[config.mk]
export PLATFORM = sky130hd
export DESIGN_NAME = pwm_stepper_timer
export DESIGN_NICKNAME = d
export VERILOG_FILES = /design/src/inc/pwm_stepper_pkg.sv /design/src/verilog/pwm_prescaler.sv /design/src/verilog/pwm_stepper_timer.sv
export SDC_FILE = /design/constraint.sdc
export NUM_CORES = 1
export LEC_CHECK = 0
export BUFFER_PORTS_ARGS = -buffer_cell sky130_fd_sc_hd__buf_4
export CAP_MARGIN = 10
export CORE_MARGIN = 3
export CORE_UTILIZATION = 47
export DETAILED_ROUTE_END_ITERATION = 6
export PLACE_DENSITY_LB_ADDON = 0.12
export SKIP_CTS_REPAIR_TIMING = 1
export SLEW_MARGIN = 20
export SYNTH_ARGS = -nofsm -noshare
export SYNTH_HDL_FRONTEND = slang
export SYNTH_HIERARCHICAL = 1
export SYNTH_SLANG_ARGS = --single-unit
[constraint.sdc]
create_clock -name mclk -period 2.7 [get_ports mclk]
set_clock_uncertainty 0.05 [all_clocks]
set_input_delay 0.405 -clock mclk [delete_from_list [all_inputs] [get_ports mclk]]
set_output_delay 0.405 -clock mclk [all_outputs]
set_load 0.05 [all_outputs]
[src/inc/pwm_stepper_pkg.sv]
// Notes on behaviour
// - stepper mode takes duty from bits 9..0 only; bits 15..13, 11, 10 ignored.
// - after cycle match output stays high until duty match; zero duty gives no high.
// - 16-bit mode outputs 0,1 use duty 0,1; stepper: duty 0 steered by select bit.
// - 16-bit mode outputs 2,3 use duty 2,3; stepper: duty 2 steered by select bit.
// - each duty buffer copies bit for bit into its active duty register on cycle match.
// - setting count_run starts the counter on the selected prescaled clock.
// - cycle match copies buffers, sets match flag, requests service when enabled.
// - cycle match resets the counter to zero and counting continues.
// - 16-bit mode: output high at cycle match, low at its duty match.
// - stepper mode cycle compare uses lower 10 bits of counter and cycle register.
// - stepper mode: only selected outputs go high at cycle match; selected falls at duty.
// - clearing count_run resets and halts counter, drives all outputs low at once.
// - cycle and buffer registers take only 16-bit accesses; byte writes ignored, byte reads return zero.
// - 8-bit registers take byte access; 16-bit read returns all ones in low byte.
// - buffer write right after cycle match updates buffer and active duty, not output.
// - output enable bits 3..0 enable their pins when 1; reset to 0.
// - cycle register resets to all ones; host never writes zero or while running.
// - while count_run is 0, counter and active duty registers held at zero.
package pwm_stepper_pkg;

  // ****************************************
  // register indices
  // ****************************************
  localparam logic [2:0] ADDR_CTRL   = 3'h0;
  localparam logic [2:0] ADDR_OE     = 3'h1;
  localparam logic [2:0] ADDR_CYCLE  = 3'h2;
  localparam logic [2:0] ADDR_BUF0   = 3'h3;
  localparam int         NUM_CHAN    = 4;

  // ****************************************
  // timer_ctrl_reg field positions
  // ****************************************
  localparam int POS_RUN   = 7;
  localparam int POS_CMF   = 6;
  localparam int POS_IE    = 5;
  localparam int POS_SMODE = 4;
  localparam int POS_CKS   = 0;
  localparam int POS_OTS   = 12;
  localparam int STEP_BITS = 10;

  // ****************************************
  // reset values
  // ****************************************
  localparam logic [15:0] CYCLE_RESET = 16'hffff;
  localparam logic [15:0] DUTY_RESET  = 16'h0000;
  localparam logic [7:0]  LOW_FILL    = 8'hff;

endpackage : pwm_stepper_pkg

[src/verilog/pwm_prescaler.sv]
`timescale 1ns/10ps
module pwm_prescaler (
  // clock and reset
  input  wire logic       mclk,
  input  wire logic       rst_b,
  // control
  input  wire logic       run,
  input  wire logic [2:0] cks,
  // tick
  output logic            tick
);
  import pwm_stepper_pkg::*;

  logic [3:0] div_r;
  logic [3:0] mask;

  // ****************************************
  // divider mask per clock select
  // ****************************************
  always_comb begin
    unique case (cks)
      3'h0:    mask = 4'h0;
      3'h1:    mask = 4'h1;
      3'h2:    mask = 4'h3;
      3'h3:    mask = 4'h7;
      default: mask = 4'hf;
    endcase
  end

  always_ff @(posedge mclk or negedge rst_b) begin
    if (!rst_b) begin
      div_r <= 4'h0;
    end else if (!run) begin
      div_r <= 4'h0;
    end else begin
      div_r <= div_r + 4'h1;
    end
  end

  assign tick = run && ((div_r & mask) == mask);

endmodule : pwm_prescaler

[src/verilog/pwm_stepper_timer.sv]
`timescale 1ns/10ps
module pwm_stepper_timer (
  // clock and reset
  input  wire logic        mclk,
  input  wire logic        rst_b,
  // register access
  input  wire logic        bus_wr,
  input  wire logic        bus_rd,
  input  wire logic        bus_wide,
  input  wire logic [2:0]  bus_addr,
  input  wire logic [15:0] bus_wdata,
  output logic      [15:0] bus_rdata,
  // service request
  output logic             match_req,
  // waveform pins
  output logic             wave_out_0,
  output logic             wave_out_1,
  output logic             wave_out_2,
  output logic             wave_out_3
);
  import pwm_stepper_pkg::*;

  // ****************************************
  // helper functions
  // ****************************************
  function automatic logic [15:0] eff_duty(input logic smode, input logic [15:0] own,
                                           input logic [15:0] pair);
    eff_duty = smode ? {6'h00, pair[STEP_BITS-1:0]} : own;
  endfunction : eff_duty

  function automatic logic chosen(input logic smode, input logic [15:0] pair, input int ch);
    chosen = !smode || (pair[POS_OTS] == ch[0]);
  endfunction : chosen

  function automatic logic [15:0] cmp_val(input logic smode, input logic [15:0] v);
    cmp_val = smode ? {6'h00, v[STEP_BITS-1:0]} : v;
  endfunction : cmp_val

  function automatic logic [7:0] wr_byte(input logic wide, input logic [15:0] d);
    wr_byte = wide ? d[15:8] : d[7:0];
  endfunction : wr_byte

  // ****************************************
  // state
  // ****************************************
  logic                run_r;
  logic                cmf_r;
  logic                ie_r;
  logic                smode_r;
  logic [2:0]          cks_r;
  logic [NUM_CHAN-1:0] oe_r;
  logic [15:0]         cyc_r;
  logic [15:0]         buf_r  [NUM_CHAN];
  logic [15:0]         duty_r [NUM_CHAN];
  logic [15:0]         cnt_r;
  logic [15:0]         cnt_inc;
  logic [NUM_CHAN-1:0] lvl_r;
  logic [NUM_CHAN-1:0] wave_r;
  logic [NUM_CHAN-1:0] start_lvl;
  logic [NUM_CHAN-1:0] fall;
  logic                match_d_r;
  logic                tick;
  logic                cyc_match;
  logic                frame_end;
  logic                wr_ctrl;
  logic                wr_oe;
  logic                wr_cyc;
  logic                wr_buf;
  logic [1:0]          buf_idx;
  logic [7:0]          wb;
  logic [7:0]          ctrl_byte;
  logic [15:0]         rdata_r;
  logic                req_r;

  // ****************************************
  // bus decode
  // ****************************************
  assign wb       = wr_byte(bus_wide, bus_wdata);
  assign wr_ctrl  = bus_wr && (bus_addr == ADDR_CTRL);
  assign wr_oe    = bus_wr && (bus_addr == ADDR_OE);
  assign wr_cyc   = bus_wr && bus_wide && (bus_addr == ADDR_CYCLE);
  assign wr_buf   = bus_wr && bus_wide && (bus_addr >= ADDR_BUF0) && (bus_addr != 3'h7);
  assign buf_idx  = 2'(bus_addr - ADDR_BUF0);
  assign ctrl_byte = {run_r, cmf_r, ie_r, smode_r, 1'b0, cks_r};

  // ****************************************
  // control register
  // ****************************************
  always_ff @(posedge mclk or negedge rst_b) begin
    if (!rst_b) begin
      run_r   <= 1'b0;
      ie_r    <= 1'b0;
      smode_r <= 1'b0;
      cks_r   <= 3'h0;
    end else if (wr_ctrl) begin
      run_r   <= wb[POS_RUN];
      ie_r    <= wb[POS_IE];
      smode_r <= wb[POS_SMODE];
      cks_r   <= wb[POS_CKS +: 3];
    end
  end

  // match flag: only 0 clears it, a new match wins over the clear
  always_ff @(posedge mclk or negedge rst_b) begin
    if (!rst_b) begin
      cmf_r <= 1'b0;
    end else if (frame_end) begin
      cmf_r <= 1'b1;
    end else if (wr_ctrl && !wb[POS_CMF]) begin
      cmf_r <= 1'b0;
    end
  end

  always_ff @(posedge mclk or negedge rst_b) begin
    if (!rst_b) begin
      oe_r <= 4'h0;
    end else if (wr_oe) begin
      oe_r <= wb[NUM_CHAN-1:0];
    end
  end

  always_ff @(posedge mclk or negedge rst_b) begin
    if (!rst_b) begin
      cyc_r <= CYCLE_RESET;
    end else if (wr_cyc) begin
      cyc_r <= bus_wdata;
    end
  end

  always_ff @(posedge mclk or negedge rst_b) begin
    if (!rst_b) begin
      for (int i = 0; i < NUM_CHAN; i++) begin
        buf_r[i] <= DUTY_RESET;
      end
    end else if (wr_buf) begin
      buf_r[buf_idx] <= bus_wdata;
    end
  end

  // ****************************************
  // read path
  // ****************************************
  always_ff @(posedge mclk or negedge rst_b) begin
    if (!rst_b) begin
      rdata_r <= 16'h0000;
    end else if (bus_rd) begin
      unique case (bus_addr)
        ADDR_CTRL:  rdata_r <= bus_wide ? {ctrl_byte, LOW_FILL} : {8'h00, ctrl_byte};
        ADDR_OE:    rdata_r <= bus_wide ? {4'h0, oe_r, LOW_FILL} : {12'h000, oe_r};
        ADDR_CYCLE: rdata_r <= bus_wide ? cyc_r : 16'h0000;
        3'h3, 3'h4, 3'h5, 3'h6: rdata_r <= bus_wide ? buf_r[buf_idx] : 16'h0000;
        default:    rdata_r <= 16'h0000;
      endcase
    end
  end

  // ****************************************
  // counter
  // ****************************************
  pwm_prescaler u_prescaler (
    .mclk  (mclk),
    .rst_b (rst_b),
    .run   (run_r),
    .cks   (cks_r),
    .tick  (tick)
  );

  assign cnt_inc   = cnt_r + 16'h0001;
  assign cyc_match = cmp_val(smode_r, cnt_r) == cmp_val(smode_r, cyc_r);
  assign frame_end = run_r && tick && cyc_match;

  always_ff @(posedge mclk or negedge rst_b) begin
    if (!rst_b) begin
      cnt_r <= 16'h0000;
    end else if (!run_r) begin
      cnt_r <= 16'h0000;
    end else if (tick) begin
      cnt_r <= cyc_match ? 16'h0000 : cnt_inc;
    end
  end

  always_ff @(posedge mclk or negedge rst_b) begin
    if (!rst_b) begin
      match_d_r <= 1'b0;
    end else begin
      match_d_r <= frame_end;
    end
  end

  // ****************************************
  // active duty registers
  // ****************************************
  always_ff @(posedge mclk or negedge rst_b) begin
    if (!rst_b) begin
      for (int i = 0; i < NUM_CHAN; i++) begin
        duty_r[i] <= DUTY_RESET;
      end
    end else if (!run_r) begin
      for (int i = 0; i < NUM_CHAN; i++) begin
        duty_r[i] <= DUTY_RESET;
      end
    end else if (frame_end) begin
      for (int i = 0; i < NUM_CHAN; i++) begin
        duty_r[i] <= buf_r[i];
      end
    end else if (match_d_r && wr_buf) begin
      duty_r[buf_idx] <= bus_wdata;
    end
  end

  // ****************************************
  // waveform levels
  // ****************************************
  always_comb begin
    for (int i = 0; i < NUM_CHAN; i++) begin
      start_lvl[i] = chosen(smode_r, buf_r[i & 2], i)
                     && (eff_duty(smode_r, buf_r[i], buf_r[i & 2]) != 16'h0000);
      fall[i]      = eff_duty(smode_r, duty_r[i], duty_r[i & 2])
                     == cmp_val(smode_r, cnt_inc);
    end
  end

  always_ff @(posedge mclk or negedge rst_b) begin
    if (!rst_b) begin
      lvl_r <= 4'h0;
    end else if (!run_r) begin
      lvl_r <= 4'h0;
    end else if (tick) begin
      lvl_r <= cyc_match ? start_lvl : (lvl_r & ~fall);
    end
  end

  always_ff @(posedge mclk or negedge rst_b) begin
    if (!rst_b) begin
      wave_r <= 4'h0;
    end else begin
      wave_r <= run_r ? (lvl_r & oe_r) : 4'h0;
    end
  end

  always_ff @(posedge mclk or negedge rst_b) begin
    if (!rst_b) begin
      req_r <= 1'b0;
    end else begin
      req_r <= cmf_r && ie_r;
    end
  end

  assign bus_rdata  = rdata_r;
  assign match_req  = req_r;
  assign wave_out_0 = wave_r[0];
  assign wave_out_1 = wave_r[1];
  assign wave_out_2 = wave_r[2];
  assign wave_out_3 = wave_r[3];
endmodule : pwm_stepper_timer

==> reports/qor.csv <==
metric,value,unit
syn_nets,1090,
Synth Register Bits,201,
Fmax,382,MHz
Synth warnings,6,
post-route cell area,13100,um2
fin cells,1432,
first-pass GRT wire length,57600,um
WL met1,15700,um
First-pass DRT Iterations,6,
DP Area,12200,um2
Register Area,5060,um2
IO Count,45,
status,"complete, no violations",
Nets,1135,
hpwl dp,27700,um
layout cell share with drive strength beyond 1,0.269,
type of the worst setup path,reg2reg,
Tmin final,2620,ps
Slowest cell on crit path,dfrtp_1,
Vias/cell,6.37,
number of synthesized flops with an enable pin,0,
Die Area,25600,um2
"Reg clk slew, reported paths",60,ps
fillcell total,2000,
Fin Setup TNS,0,ps
Total GRT Usage,0.293,
area used by multi-input combinational logic,5730,um2
CP max FO,14,
max_slew headroom,0.459,
Yosys cell types,67,
drt total wl,37900,um
Core Area,23000,um2
CTS tree,done,
Critical Path End Type,flip-flop,
Post-synth top flop,dfrtp_1,
post-synthesis sequential area ratio,0.453,
crit-path max cell delay,440,ps
asr flop ratio synth,1.00,
post-synthesis cell area,11200,um2
Mean Syn Cell Area,10.6,um2
Num CTS Buffers,23,
CP top delay family,compound AO/OA/AOI/OAI gates,
"Buf+Inv Stages, Crit Path",2,
LEAKAGE,5.55,nW
Synth Instances,1057,
VDD IR max,637,uV
"Setup violations, final",0,
worst min-delay path class,in2reg,
RSZ-0062 raised after global routing,yes,
H-tree levels,1,
Final ANT Viol Nets,0,
crit-path cells,buf_6 -> nand4_1 -> nor4_4 -> buf_4 -> xnor3_1 -> o21ai_0 -> a2111oi_2 -> a21oi_1 -> a311o_1,
overall power,10.4,mW
met3 WL post-DR,3430,um
CP Data Arrival Time,2960,ps
GP Congestion,0.965,
Longest Clk Path Bufs,3,
period utilization,0.969,
Power Dens Cells,796,nW/um2
# rows,55,
Crit path required time,3050,ps
largest net degree at the start of global routing,76,
pre-CTS setup slack,-14.4,ps
Hold Fails Final Rpt,0,
Antenna diodes,0,
hold path depth,2,
drt wl/cell,26.5,um
chip width,160,um
Port Buf Inserts,44,
highest metal layer with signal wires,met4,
Initial Utilization,0.485,
"most common cell after layout, fill and taps aside",dfrtp_1,
instance count on the critical path,9,
fin. max-slew vios,0,
Least-Margin Pin Slew,811,ps
worst skew pair latency,520,ps
placed insts,1386,
crit path launch type,flip-flop,
initial antenna violation count,0,
max cap viols,0,
Area Growth Syn to Fin,17.5,%
routed wl met2,17000,um
drt drc,0,
most frequent cells in the layout,"179 x dfrtp_1, 100 x buf_4, 90 x a21oi_1, 87 x nor2_1, 81 x mux2_2",
Die Y,160,um
Iter 0 DRT Violations,963,
Vias,9126,
Sink Count,201,
Worst Slack Setup Final,83.6,ps
CTS Root Cell,clkbuf_16,
Register-to-Register Path Depth,9,
vias in the first global route,9080,
global route overflow,0,
[stage by stage]
step / util / hold slack [ps]
after floorplan: - / 59.4
after global placement: 0.530 / 296
after detailed placement: 0.530 / 296
after CTS: 0.567 / -250
after global routing: 0.570 / 78.7
final: 0.570 / 83.6
[worst register-to-register path: stages, from the launching register on]
cell and delay (ps):
dfrtp_1 440, buf_6 190, nand4_1 150, nor4_4 370
buf_4 220, xnor3_1 170, o21ai_0 130, a2111oi_2 390
a21oi_1 130, a311o_1 270
[cell usage after synthesis, types with 16 or more instances]
master | number | share of area
a32oi_1 | 64 | 0.050
xor2_1 | 28 | 0.022
clkbuf_1 | 72 | 0.024
mux2i_1 | 25 | 0.022
nand2_1 | 48 | 0.016
nand3_1 | 16 | 0.0072
nor2_1 | 88 | 0.030
nand4_1 | 17 | 0.0095
mux2_2 | 81 | 0.082
o21ai_0 | 41 | 0.018
mux4_2 | 16 | 0.032
xnor2_1 | 65 | 0.051
dfstp_2 | 16 | 0.038
dfrtp_1 | 185 | 0.41
a21oi_1 | 90 | 0.040
nor4_1 | 18 | 0.010
[layout make-up]
class                   instances  share of cell area
repair buffers                116              0.0791
clock inverters                12              0.0134
flip-flops and latches        201               0.386
multi-input cells             746               0.437
well taps                     313              0.0299
clock buffers                  30              0.0505
inverters                      14             0.00430
[report_power, final]
part	switching, mW	leakage, nW	internal [mW]
Combinational	1.38	2.62	1.13
Sequential	0.841	2.52	3.67
Clock	1.30	0.405	2.11
[registers in the layout, indices dropped and copies added, names as in the netlist]
name,count
buf_r,64
duty_r,64
bus_rdata,16
cnt_r,16
cyc_r,16
lvl_r,4
oe_r,4
u_prescaler/div_r,4
wave_r,4
cks_r,3
cmf_r,1
ie_r,1
match_d_r,1
match_req,1
run_r,1
smode_r,1
[per-layer routing]
metal / track usage / vias up
li1: - / 4026
met1: 0.404 / 4514
met2: 0.452 / 460
met3: 0.0700 / 126
met4: 0.111 / 0
met5: 0 / -
[path summary, 6_finish.rpt]
| check | from | to | slack [ps] |
|---|---|---|---|
| min in group asynchronous | rst_b | cnt_r[14] | 320 |
| max in group asynchronous | rst_b | duty_r[23] | 1510 |
| worst max-delay path | cnt_r[6] | lvl_r[3] | 80 |
| worst min-delay path | bus_rd | bus_rdata[2] | 80 |
| worst max register to register | cnt_r[6] | lvl_r[3] | 80 |
| worst min register to register | bus_rdata[4] | bus_rdata[4] | 440 |
[cells by family after synthesis]
family | count (synthesis) | share of synthesized area
DFF | 201 | 0.453
muxes | 122 | 0.136
AOI/OAI and AO/OA | 268 | 0.164
xor gates and xnor gates | 98 | 0.0832
adders and majority gates | 9 | 0.0101
and+or+nand+nor | 249 | 0.115
buffers and inverters | 110 | 0.0390
Power figures use the tool's default switching activity.
